$ cat config.mk
export PLATFORM = sky130hd
export DESIGN_NAME = tpo_ctrl
export DESIGN_NICKNAME = d
export VERILOG_FILES = /design/src/rtl/tpo_pkg.sv /design/src/rtl/tpo_ctrl.sv /design/src/rtl/tpo_edge_detect.sv /design/src/rtl/tpo_pin_update.sv
export SDC_FILE = /design/constraint.sdc
export NUM_CORES = 1
export LEC_CHECK = 0
export BUFFER_PORTS_ARGS = -buffer_cell sky130_fd_sc_hd__buf_4
export CAP_MARGIN = 10
export CORE_MARGIN = 2
export CORE_UTILIZATION = 30
export CTS_CLUSTER_DIAMETER = 200
export CTS_CLUSTER_SIZE = 10
export DETAILED_ROUTE_END_ITERATION = 10
export GPL_ROUTABILITY_DRIVEN = 0
export HOLD_SLACK_MARGIN = 0.03
export RECOVER_POWER = 50
export SLEW_MARGIN = 20
export SYNTH_ARGS = -nofsm -noshare
export SYNTH_HDL_FRONTEND = slang
export SYNTH_SLANG_ARGS = --single-unit
$ cat constraint.sdc
create_clock -name pclk -period 3.7 [get_ports pclk]
set_clock_uncertainty 0.05 [all_clocks]
set_input_delay 0.185 -clock pclk [delete_from_list [all_inputs] [get_ports pclk]]
set_output_delay 0.185 -clock pclk [all_outputs]
set_load 0.03 [all_outputs]
$ cat src/rtl/tpo_pkg.sv
// package with register map, field layout and encodings of the pattern output controller
package tpo_pkg;

	localparam logic [11:0] ADDR_REVISION    = 12'h000;
	localparam logic [11:0] ADDR_CTRL_STATUS = 12'h004;

	// revision word fields, values arbitrary
	localparam logic [31:0] REVISION_VALUE   = 32'h4000_0000;

	localparam int CTL_ENABLE     = 0;
	localparam int CTL_SEL_LO     = 1;
	localparam int CTL_SEL_HI     = 4;
	localparam int CTL_EDGE_LO    = 5;
	localparam int CTL_EDGE_HI    = 6;
	localparam int CTL_STYLE      = 7;
	localparam int CTL_PAT_LO     = 8;
	localparam int CTL_PAT_HI     = 11;
	localparam int CTL_MASK_LO    = 12;
	localparam int CTL_MASK_HI    = 15;
	localparam int CTL_MISSED     = 16;
	localparam int CTL_INVERT     = 17;
	localparam int CTL_STATE_LO   = 18;
	localparam int CTL_STATE_HI   = 21;

	localparam int NUM_PINS       = 4;

	typedef enum logic [1:0] {
		EDGE_NONE    = 2'b00,
		EDGE_RISING  = 2'b01,
		EDGE_FALLING = 2'b10,
		EDGE_BOTH    = 2'b11
	} tpo_edge_t;

	localparam logic       STYLE_DIRECT = 1'b0;
	localparam logic       STYLE_TOGGLE = 1'b1;
	localparam logic [3:0] SEL_LOW_HALF = 4'h0;

	localparam logic [3:0] PINS_RESET   = 4'h0;

endpackage : tpo_pkg

$ cat src/rtl/tpo_ctrl.sv
// timer-triggered pattern output controller with APB register slave
//
// The implementer's own choices: the register offsets and register access over APB.
`timescale 1ns/10ps

////////////////////////////////////////////////////////////////////////////////

module tpo_ctrl
	import tpo_pkg::*;
(
	// clock and reset
	input  wire logic                 pclk,
	input  wire logic                 presetn,
	input  wire logic                 soft_reset,
	// apb slave
	input  wire logic                 psel,
	input  wire logic                 penable,
	input  wire logic                 pwrite,
	input  wire logic  [11:0]         paddr,
	input  wire logic  [31:0]         pwdata,
	output logic       [31:0]         prdata,
	output logic                      pready,
	output logic                      pslverr,
	// timer events
	input  wire logic                 timer_low_half_event,
	input  wire logic                 timer_high_half_event,
	// outputs
	output logic       [NUM_PINS-1:0] event_driven_outputs,
	output logic                      missed_update_irq,
	output logic                      dma_sync_event
);

	typedef struct packed {
		logic                enable;
		logic [3:0]          event_source_select;
		logic [1:0]          edge_detect_select;
		logic                pin_update_style;
		logic [NUM_PINS-1:0] next_pin_pattern;
		logic [NUM_PINS-1:0] pin_change_mask;
		logic                missed_update_flag;
		logic                event_invert;
		logic                pattern_fresh;
		logic [NUM_PINS-1:0] pins;
		logic                irq_pulse;
		logic [31:0]         rdata;
	} tpo_state_t;

	tpo_state_t          s_q;
	tpo_state_t          s_d;
	logic                event_hit;
	logic [NUM_PINS-1:0] pins_next;
	logic                wr_en;
	logic                rd_en;

	// register decode for the pslverr response; the read and write paths compare paddr themselves
	function automatic logic is_mapped(input logic [11:0] a);
		return (a == ADDR_REVISION) || (a == ADDR_CTRL_STATUS);
	endfunction

	function automatic logic [31:0] ctrl_word(input tpo_state_t s);
		logic [31:0] w;
		w = '0;
		w[CTL_ENABLE]               = s.enable;
		w[CTL_SEL_HI:CTL_SEL_LO]    = s.event_source_select;
		w[CTL_EDGE_HI:CTL_EDGE_LO]  = s.edge_detect_select;
		w[CTL_STYLE]                = s.pin_update_style;
		w[CTL_PAT_HI:CTL_PAT_LO]    = s.next_pin_pattern;
		w[CTL_MASK_HI:CTL_MASK_LO]  = s.pin_change_mask;
		w[CTL_MISSED]               = s.missed_update_flag;
		w[CTL_INVERT]               = s.event_invert;
		w[CTL_STATE_HI:CTL_STATE_LO] = s.pins;
		return w;
	endfunction

	////////////////////////////////////////////////////////////////////////////////

	tpo_edge_detect u_edge (
		.pclk                  (pclk),
		.presetn               (presetn),
		.timer_low_half_event  (timer_low_half_event),
		.timer_high_half_event (timer_high_half_event),
		.use_high_half         (s_q.event_source_select != SEL_LOW_HALF),
		.event_invert          (s_q.event_invert),
		.edge_detect_select    (s_q.edge_detect_select),
		.event_hit             (event_hit)
	);

	tpo_pin_update u_pins (
		.pins_now         (s_q.pins),
		.next_pin_pattern (s_q.next_pin_pattern),
		.pin_change_mask  (s_q.pin_change_mask),
		.pin_update_style (s_q.pin_update_style),
		.pins_next        (pins_next)
	);

	////////////////////////////////////////////////////////////////////////////////

	// any bus master, processor or dma, reaches the same slave
	assign wr_en = psel & penable & pwrite;
	assign rd_en = psel & ~penable & ~pwrite;

	always_comb begin
		s_d = s_q;
		s_d.irq_pulse = 1'b0;

		if (rd_en) begin
			if (paddr == ADDR_REVISION) begin
				s_d.rdata = REVISION_VALUE;
			end else if (paddr == ADDR_CTRL_STATUS) begin
				s_d.rdata = ctrl_word(s_q);
			end else begin
				s_d.rdata = '0;
			end
		end

		if (wr_en && paddr == ADDR_CTRL_STATUS) begin
			s_d.enable              = pwdata[CTL_ENABLE];
			s_d.event_source_select = pwdata[CTL_SEL_HI:CTL_SEL_LO];
			s_d.edge_detect_select  = pwdata[CTL_EDGE_HI:CTL_EDGE_LO];
			s_d.pin_update_style    = pwdata[CTL_STYLE];
			s_d.next_pin_pattern    = pwdata[CTL_PAT_HI:CTL_PAT_LO];
			s_d.pin_change_mask     = pwdata[CTL_MASK_HI:CTL_MASK_LO];
			s_d.event_invert        = pwdata[CTL_INVERT];
			s_d.pattern_fresh       = 1'b1;
			if (!pwdata[CTL_MISSED]) begin
				s_d.missed_update_flag = 1'b0;
			end
		end

		// event handling after the register write, so a set wins over a same-cycle clear
		if (s_q.enable && event_hit) begin
			s_d.pins = pins_next;
			if (!s_q.pattern_fresh) begin
				s_d.missed_update_flag = 1'b1;
				s_d.irq_pulse          = 1'b1;
			end
			s_d.pattern_fresh = wr_en && paddr == ADDR_CTRL_STATUS;
		end

		// synchronous software reset back to defaults
		if (soft_reset) begin
			s_d = '0;
		end
	end

	// free-running on the one clock, no halt input exists
	always_ff @(posedge pclk or negedge presetn) begin
		if (!presetn) begin
			s_q <= '0;
		end else begin
			s_q <= s_d;
		end
	end

	////////////////////////////////////////////////////////////////////////////////

	assign pready               = 1'b1;
	assign pslverr              = psel & penable & ~is_mapped(paddr);
	assign prdata               = s_q.rdata;
	assign event_driven_outputs = s_q.pins;
	assign missed_update_irq    = s_q.irq_pulse;
	assign dma_sync_event       = s_q.irq_pulse;

endmodule // tpo_ctrl

$ cat src/rtl/tpo_edge_detect.sv
// edge detector for the selected, optionally inverted timer event
`timescale 1ns/10ps
module tpo_edge_detect
	import tpo_pkg::*;
(
	// clock and reset
	input  wire logic  pclk,
	input  wire logic  presetn,
	// event and configuration
	input  wire logic  timer_low_half_event,
	input  wire logic  timer_high_half_event,
	input  wire logic  use_high_half,
	input  wire logic  event_invert,
	input  wire logic  [1:0] edge_detect_select,
	// result
	output logic       event_hit
);

	typedef struct packed {
		logic prev;
		logic primed;
	} tpo_edge_state_t;

	tpo_edge_state_t s_q;
	tpo_edge_state_t s_d;
	logic            level;

	always_comb begin
		level = (use_high_half ? timer_high_half_event : timer_low_half_event) ^ event_invert;
		s_d = s_q;
		s_d.prev = level;
		s_d.primed = 1'b1;
		event_hit = 1'b0;
		if (s_q.primed) begin
			case (tpo_edge_t'(edge_detect_select))
				EDGE_NONE:    event_hit = 1'b0;
				EDGE_RISING:  event_hit = level & ~s_q.prev;
				EDGE_FALLING: event_hit = ~level & s_q.prev;
				EDGE_BOTH:    event_hit = level ^ s_q.prev;
				default:      event_hit = 1'b0;
			endcase
		end
	end

	always_ff @(posedge pclk or negedge presetn) begin
		if (!presetn) begin
			s_q <= '0;
		end else begin
			s_q <= s_d;
		end
	end

endmodule // tpo_edge_detect

$ cat src/rtl/tpo_pin_update.sv
// next-level calculation of the four output pins
`timescale 1ns/10ps
module tpo_pin_update
	import tpo_pkg::*;
(
	// current state and configuration
	input  wire logic  [NUM_PINS-1:0] pins_now,
	input  wire logic  [NUM_PINS-1:0] next_pin_pattern,
	input  wire logic  [NUM_PINS-1:0] pin_change_mask,
	input  wire logic                 pin_update_style,
	// result
	output logic       [NUM_PINS-1:0] pins_next
);

	always_comb begin
		for (int i = 0; i < NUM_PINS; i++) begin
			if (!pin_change_mask[i]) begin
				pins_next[i] = pins_now[i];
			end else if (pin_update_style == STYLE_TOGGLE) begin
				pins_next[i] = pins_now[i] ^ next_pin_pattern[i];
			end else begin
				pins_next[i] = next_pin_pattern[i];
			end
		end
	end

endmodule // tpo_pin_update

# Word level (Yosys, flattened, before mapping)
# Index checks and enable logic that the tools add are counted.
# Widths: inputs -> output; s select.
# word_totals
regBits	58
output_inout_bits	40
# op_classes
eq_ne	4
muxes	21
bitwise_logic	18
reduce_logical	18
# op_table
operator	n
$mux 56	1
$mux 32	1
$mux 31	1
$mux 22	1
$mux 19	1
$mux 1	14
$reduce_bool 2->1	7
$eq 12x3->1 const B	1
$logic_not 12->1	1
$reduce_and 2->1	4
$and 1x1->1	7
$mux 6	1
$xor 1x1->1	6
$not 1->1	5
$eq 2x2->1 const B	2
$pmux 1 s4	1
$reduce_bool 4->1	1
$reduce_bool 3->1	1
$eq 2x1->1 const B	1
$logic_and 1x1->1	2
$logic_not 2->1	1
$logic_or 1x1->1	1

# Logic depth before layout (Yosys ltp)
# Gate-level depths: netlist of run 1.
# depth
ltp_word	10
depth_mapped	9
depth_no_buf	9

# Hierarchy
# Synthesis of run 1 repeated with hierarchy kept, for this count alone.
# hier_totals
cells_unflattened	205
hier_area_um2	2432.3
# modules_own_cells
mod	n_inst	cells_per_inst	area_each_um2
tpo_ctrl	1	171	2183.3
tpo_edge_detect	1	14	143.9
tpo_pin_update	1	20	105.1

# Least setup slack after synthesis of run 1
# Ideal clock, no wire load.
# synth_path
path_type	reg2reg
from	register s_q[51] in the netlist's numbering
to	register s_q, in the netlist event_driven_outputs[0]
t_arrival_ns	2.226
slack_ns	1.346
stages_incl_launch_ff	9
path_buffers	0
cell_sequence	dfrtp_1 -> nor4_1 -> mux2i_1 -> xor2_1 -> ha_1 -> nand2b_1 -> a311o_1 -> or2_0 -> a21oi_1
# synth_between
elab_chain_len	10
# synth_lines
element	line	source
from (decl)	tpo_ctrl.sv:48	tpo_state_t s_q;
from (signal assigned)	tpo_ctrl.sv:149	s_q <= '0;
from (signal assigned)	tpo_ctrl.sv:151	s_q <= s_d;
$reduce_bool 4->1 *	tpo_ctrl.sv:82	.use_high_half (s_q.event_source_select != SEL_LOW_HALF),
$mux 1 *	tpo_edge_detect.sv:29	level = (use_high_half ? timer_high_half_event : timer_low_half_event) ^ event_invert;
$xor 1x1->1 *	tpo_edge_detect.sv:29	
$not 1->1	tpo_edge_detect.sv:38	EDGE_FALLING: event_hit = ~level & s_q.prev;
$and 1x1->1	tpo_edge_detect.sv:38	
$pmux 1 s4 *	tpo_edge_detect.sv:35	case (tpo_edge_t'(edge_detect_select))
$mux 1 *	tpo_edge_detect.sv:34	if (s_q.primed) begin
$logic_and 1x1->1 *	tpo_ctrl.sv:131	if (s_q.enable && event_hit) begin
$reduce_bool 2->1 (no line) *	-	
$reduce_and 2->1 (no line) *	-	
# Every way passes the cells marked *; elsewhere a longest branch is shown, timed or not.
# A chain may end at the register's enable or synchronous reset.

# Worst setup path after layout of run 1
# layout_path
from	register s_q[51] in the netlist's numbering
to	register s_q, in the netlist event_driven_outputs[1]
# The elaborated chain is that of the path after synthesis.

==> flow_summary_export.csv, run 1 <==
group,metric,value,unit
outcome,outcome,"complete, no violations",
synth,synth_area_leaders,"sky130_fd_sc_hd__dfrtp_1, sky130_fd_sc_hd__a22o_1, sky130_fd_sc_hd__buf_4, sky130_fd_sc_hd__a21oi_1, sky130_fd_sc_hd__o21ai_0",
route,vias,1597,
cts,cts.sink_count,49,
pwr,power.density,347,nW/um2
synth,synth_edf_count,0,
global_routing,grt_pass1_wl,7.85,mm
finish,final_layout_size_suffix_gt1_share,29.0,%
cts,cts_inserted_buffers,5,
route,route.detailed.wl_per_inst,14.8,um
critical_path,timing.critical_path.arrival,2.86,ns
floorplan,vert_die_dim,92.2,um
global_routing,grt_usage,12.1,%
cts,clock_insertion_delay_worst_skew,0.30,ns
global_routing,gr-total-overflow,0,
timing,timing_worst_slew_pin_value,0.780,ns
critical_path,worst-endpoint-required,3.88,ns
finish,areaGrowthSynthToFinish,17.9,%
timing,rsz0062_at_grt,"no",
synth,postSynth.asyncResetShare,100,%
critical_path,timing.critical_path.to_type,"flop",
synth,seq_total_area_yosys,52.6,%
route,detail_route.iter0.violations,91,
synth,cell_with_the_most_instances_after_synthesis,"sky130_fd_sc_hd__dfrtp_1",
pwr,vdd_ir_drop_max,0.144,mV
worst_hold_path,hp-start,"pwdata[9]",
route,first_pass_iters,4,
timing,finalSetupViolCount,0,
route,ant_nets,0,
finish,final_net_count,294,
synth,yosys_warnings,0,
synth,yosys.cell_types.count,30,
route,drc,0,
timing,final_min_period_over_clock_period,72.5,%
timing,timing_hold_violations_final,0,
timing,whs,0.0424,ns
critical_path,critPathLaunchType,"flop",
finish,final_cell_count_no_fill,343,
timing,timing.slew.headroom,47.9,%
critical_path,crit_path_start,"s_q[51]",
synth,ys_dominant_reg_cell,"sky130_fd_sc_hd__dfrtp_1",
cts,clk_pin_slew_worst_paths,0.10,ns
global_routing,grt_max_degree,50,
synth,syn-mean-instance-area,11.8,um2
timing,final-max-slew-violation-count,0,
run,maxCapViolations,0,
synth,number_of_flip_flops_and_latches_in_the_synthesized_netlist,49,
cts,ctsRootBufferMaster,"sky130_fd_sc_hd__clkbuf_8",
floorplan,die-width,92.2,um
placement,numPortBuffers,67,
timing,fin_crit,2.68,ns
floorplan,placementRows,32,
floorplan,ports,92,
synth,yosys-top-cells-count,"sky130_fd_sc_hd__dfrtp_1, sky130_fd_sc_hd__buf_4, sky130_fd_sc_hd__a22o_1, sky130_fd_sc_hd__a21oi_1, sky130_fd_sc_hd__nand2_1",
pwr,leakage,1.31,nW
synth,syn_area,2330,um2
cts,cts.htree.levels,2,
cts,clock_path_buffers,2,
cts,cts_repair_resize_count,0,
floorplan,start_util,30.5,%
critical_path,path_cells,"nor4_1 > mux2i_1 > xor2_1 > ha_1 > nand2b_1 > a311o_1 > or2_0 > a21oi_1",
route,viasPerCell,4.66,
floorplan,design.die.area,8500,um2
worst_hold_path,worst_hold_path_class,"input port to flop",
critical_path,worstSetupPathType,"flop to flop",
critical_path,worst_path_largest_cell_delay,0.45,ns
placement,hpwl,3.48,mm
critical_path,crit_slowest_cell,"sky130_fd_sc_hd__a311o_1",
placement,dp.cells,331,
synth,synth_largest_area_cell,"sky130_fd_sc_hd__dfrtp_1",
floorplan,core_region_area,7650,um2
timing,tns,0,ns
synth,syn-instance-count,198,
synth,synthDominantCellAreaShare,52.6,%
critical_path,critical_path_peak_fanout,10,
cts,tritoncts_clock_tree,"done",
timing,timing.fmax,373,MHz
critical_path,worst_reg2reg_startpoint,"s_q[51]",
finish,antennaDiodeCount,0,
global_routing,grt_pass1_vias,1527,
global_routing,antenna_found_initial,0,
route,drt_wl_total,5.07,mm
==> final cells by class <==
type                            count  area [um2]
Inverter                            3        11.3
Clock buffer                        5        68.8
Multi-Input combinational cell    109         791
Tap cell                          102         128
Timing Repair Buffer               72         498
Sequential cell                    49        1230
Fill cell                         772        4900
Clock inverter                      3        26.3
==> timing repair <==
item / 4_1_cts / 5_1_grt
endpoints found under the setup margin: 0 / 0
hold endpoints to repair: 50 / 2
buffers inserted: 0 / 0
hold buffers: 2 / 2
==> critical path: cells and delay by family (launching register included) <==
| family | cells | cell delay, ns |
|---|---|---|
| compound gates | 2 | 0.60 |
| fa+ha+maj | 1 | 0.26 |
| mux | 1 | 0.29 |
| xor+xnor | 1 | 0.23 |
| flops | 1 | 0.42 |
| simple gates | 3 | 0.75 |
==> placed cells by master, fill, tap and decap left out, types with 4 or more instances in the layout <==
cell and count:
sky130_fd_sc_hd__a22o_1 38, sky130_fd_sc_hd__o21ai_0 9, sky130_fd_sc_hd__conb_1 11, sky130_fd_sc_hd__buf_4 54
sky130_fd_sc_hd__nand2_1 10, sky130_fd_sc_hd__nand3_1 4, sky130_fd_sc_hd__dlygate4sd3_1 4, sky130_fd_sc_hd__clkbuf_8 5
sky130_fd_sc_hd__or2_0 4, sky130_fd_sc_hd__a21oi_1 9, sky130_fd_sc_hd__clkbuf_1 14, sky130_fd_sc_hd__dfrtp_1 49
==> stage by stage <==
| stage | area, um2 | setup WS (ns) | util [%] | power [mW] |
|---|---|---|---|---|
| final | 2750 | 1.02 | 35.9 | 0.955 |
| after global routing | 2750 | 0.810 | 35.9 | 0.997 |
| after global placement | 2660 | 1.07 | 34.8 | 0.627 |
| after detailed placement | 2660 | 1.01 | 34.8 | 0.629 |
| after floorplan | 2370 | 1.35 | - | 0.587 |
| after CTS | 2770 | 0.963 | 36.3 | 0.965 |
==> registers in the layout, indices dropped and copies added (netlist names) <==
name	cells
dma_sync_event	1
event_driven_outputs	4
prdata	23
s_q	19
u_edge.s_q	2
==> final timing paths <==
| check | to | slack [ns] | depth (start not counted) |
|---|---|---|---|
| max reg2reg | event_driven_outputs[1] | 1.02 | 8 |
| min | s_q[45] | 0.04 | 2 |
| max in group asynchronous | prdata[30] | 2.81 | 2 |
| min in group asynchronous | s_q[37] | 0.38 | 2 |
| min reg2reg | prdata[19] | 0.46 | 1 |
| max | event_driven_outputs[1] | 1.02 | 8 |
==> report_power, final <==
| group | switching [mW] | internal (mW) | total, mW |
|---|---|---|---|
| sequential | 0.000402 | 0.536 | 0.537 |
| combinational | 0.0507 | 0.0333 | 0.0839 |
| clock | 0.196 | 0.138 | 0.334 |
| total | 0.247 | 0.707 | 0.955 |
==> metal layers <==
metal	up-vias	track usage [%]	routed length [um]	part of all wire (%)
met4	0	4.60	81	1.6
li1	748	-	-	-
met1	781	15.2	2160	43
met5	-	0	0	0
met2	61	19.9	2440	48
met3	7	3.29	385	7.6
==> kinds of logic after synthesis <==
group                      Yosys count  synth area share (%)
AOI/OAI and AO/OA                   58                  18.8
xor gates and xnor gates             1                 0.376
adders and majority gates            2                  1.07
buffers and inverters               49                  15.5
DFF                                 49                  52.6
muxes                                1                 0.429
other                                2                 0.322
and+or+nand+nor                     36                  11.0
No activity file was read; power rests on OpenSTA's default activity.
==> inputs of run 2 (changes only) <==
Clock period 3.7 ns to 2.35 ns, I/O delays scaled along.
==> flow_summary_export.csv, run 2 (synthesis gave the netlist of run 1 again) <==
group,metric,value,unit
floorplan,start_util,30.5,%
critical_path,crit_slowest_cell,"sky130_fd_sc_hd__a311o_2",
timing,timing.fmax,405,MHz
pwr,vdd_ir_drop_max,0.207,mV
finish,areaGrowthSynthToFinish,26.9,%
global_routing,grt_usage,12.7,%
timing,final-max-slew-violation-count,0,
pwr,leakage,1.41,nW
finish,largest_register_ffs,23,
floorplan,core_region_area,7650,um2
cts,tritoncts_clock_tree,"done",
route,drt_wl_total,5.20,mm
global_routing,grt_max_degree,50,
critical_path,path_cells,"nor4_2 > mux2i_1 > xor2_1 > ha_1 > nand2b_4 > a311o_2 > or2_1 > a21oi_2",
placement,numPortBuffers,67,
critical_path,worst_path_largest_cell_delay,0.41,ns
cts,cts.htree.levels,2,
timing,timing.slew.headroom,21.2,%
critical_path,cp_num_buf_inv,0,
placement,dp.cells,336,
timing,finalWorstSetupSlack,-0.118,ns
cts,clk_pin_slew_worst_paths,0.09,ns
critical_path,worstSetupPathType,"flop to flop",
outcome,violations,"negative setup slack",
critical_path,worst-endpoint-required,2.53,ns
global_routing,antenna_found_initial,0,
floorplan,ports,92,
floorplan,die-width,92.2,um
pwr,power.density,502,nW/um2
cts,cts.sink_count,49,
timing,fin_crit,2.47,ns
critical_path,path_delay_family,"simple AND/OR/NAND/NOR gates",
outcome,outcome,"complete, but fails checks",
route,drc,0,
finish,layout.cells.most_common_list,"sky130_fd_sc_hd__buf_4, sky130_fd_sc_hd__dfrtp_1, sky130_fd_sc_hd__a22o_1, sky130_fd_sc_hd__dlygate4sd3_1, sky130_fd_sc_hd__clkbuf_1",
route,first_pass_iters,4,
floorplan,placementRows,32,
route,detail_route.iter0.violations,56,
placement,hpwl,3.57,mm
timing,finalSetupViolCount,6,
floorplan,vert_die_dim,92.2,um
cts,clock_insertion_delay_worst_skew,0.30,ns
floorplan,design.die.area,8500,um2
route,route.detailed.wl_per_inst,14.3,um
timing,rsz0062_at_grt,"yes",
critical_path,critical_path_peak_fanout,5,
critical_path,r2r_slack,-0.12,ns
cts,ctsRootBufferMaster,"sky130_fd_sc_hd__clkbuf_8",
finish,final_layout_size_suffix_gt1_share,30.9,%
global_routing,grt_pass1_wl,8.31,mm
cts,cts_inserted_buffers,5,
timing,timing_hold_violations_final,0,
worst_hold_path,worst_hold_path_class,"input port to flop",
route,ant_nets,0,
run,maxCapViolations,0,
timing,final_min_period_over_clock_period,105,%
finish,antennaDiodeCount,0,
timing,timing_worst_slew_pin_value,1.18,ns
finish,final_cell_count_no_fill,364,
finish,finalCoreUtilization,38.7,%
route,vias,1668,
route,viasPerCell,4.58,
critical_path,critPathLaunchType,"flop",
global_routing,gr-total-overflow,0,
finish,layout_commonest_cell,"sky130_fd_sc_hd__buf_4",
finish,final_net_count,315,
global_routing,grt_pass1_vias,1657,
critical_path,timing.critical_path.arrival,2.65,ns
cts,clock_path_buffers,2,
critical_path,timing.critical_path.to_type,"flop",
## run 2: final timing paths
kind | end | start | cells past startpoint
hold reg to reg | prdata[2] | prdata[2] | 1
setup reg to reg | s_q[39] | s_q[51] | 8
max in group asynchronous | prdata[1] | presetn | 2
min in group asynchronous | prdata[11] | presetn | 2
hold / removal | s_q[39] | soft_reset | 2
setup / recovery | s_q[39] | s_q[51] | 8
## run 2: metal layers
| layer | global-route usage (%) | wire (um) | up-vias |
|---|---|---|---|
| met1 | 16.6 | 2380 | 808 |
| met5 | 0 | 0 | - |
| met2 | 20.3 | 2420 | 56 |
| met4 | 5.35 | 84 | 0 |
| met3 | 2.63 | 314 | 8 |
| li1 | - | - | 796 |
## run 2: stage by stage
stage	setup TNS [ns]	setup slack [ns]	hold WS (ns)	power [mW]	instance area, um2
2_1_floorplan	0	0.0274	-0.228	0.924	2370
3_3_place_gp	-0.456	-0.0910	0.129	0.988	2700
3_5_place_dp	-0.828	-0.161	0.132	0.989	2700
4_1_cts	-0.894	-0.171	0.0600	1.50	2990
5_1_grt	-1.28	-0.235	0.0699	1.55	2960
6_report	-0.555	-0.118	0.0590	1.49	2960
## run 2: repair_timing
item / in CTS / in global routing
hold buffers: 18 / 0
pin swaps: 12 / 11
endpoints found under the setup margin: 6 / 7
gates resized for setup: 2 / 6
buffers inserted: 0 / 1
endpoints found under the hold margin: 66 / 0
gates cloned: 1 / 0
## run 2: area by class of cell
type / instances / area, um2
timing repair buffer: 92 / 692
clock inverter: 1 / 7.51
inverter: 3 / 11.3
sequential: 49 / 1230
tap: 102 / 128
multi-input combinational: 110 / 820
clock buffer: 7 / 76.3
fill: 751 / 4690
## run 2: power breakdown
part	total (mW)	internal, mW	switching [mW]
Sequential	0.845	0.844	0.000789
Combinational	0.152	0.0681	0.0838
Clock	0.491	0.211	0.279
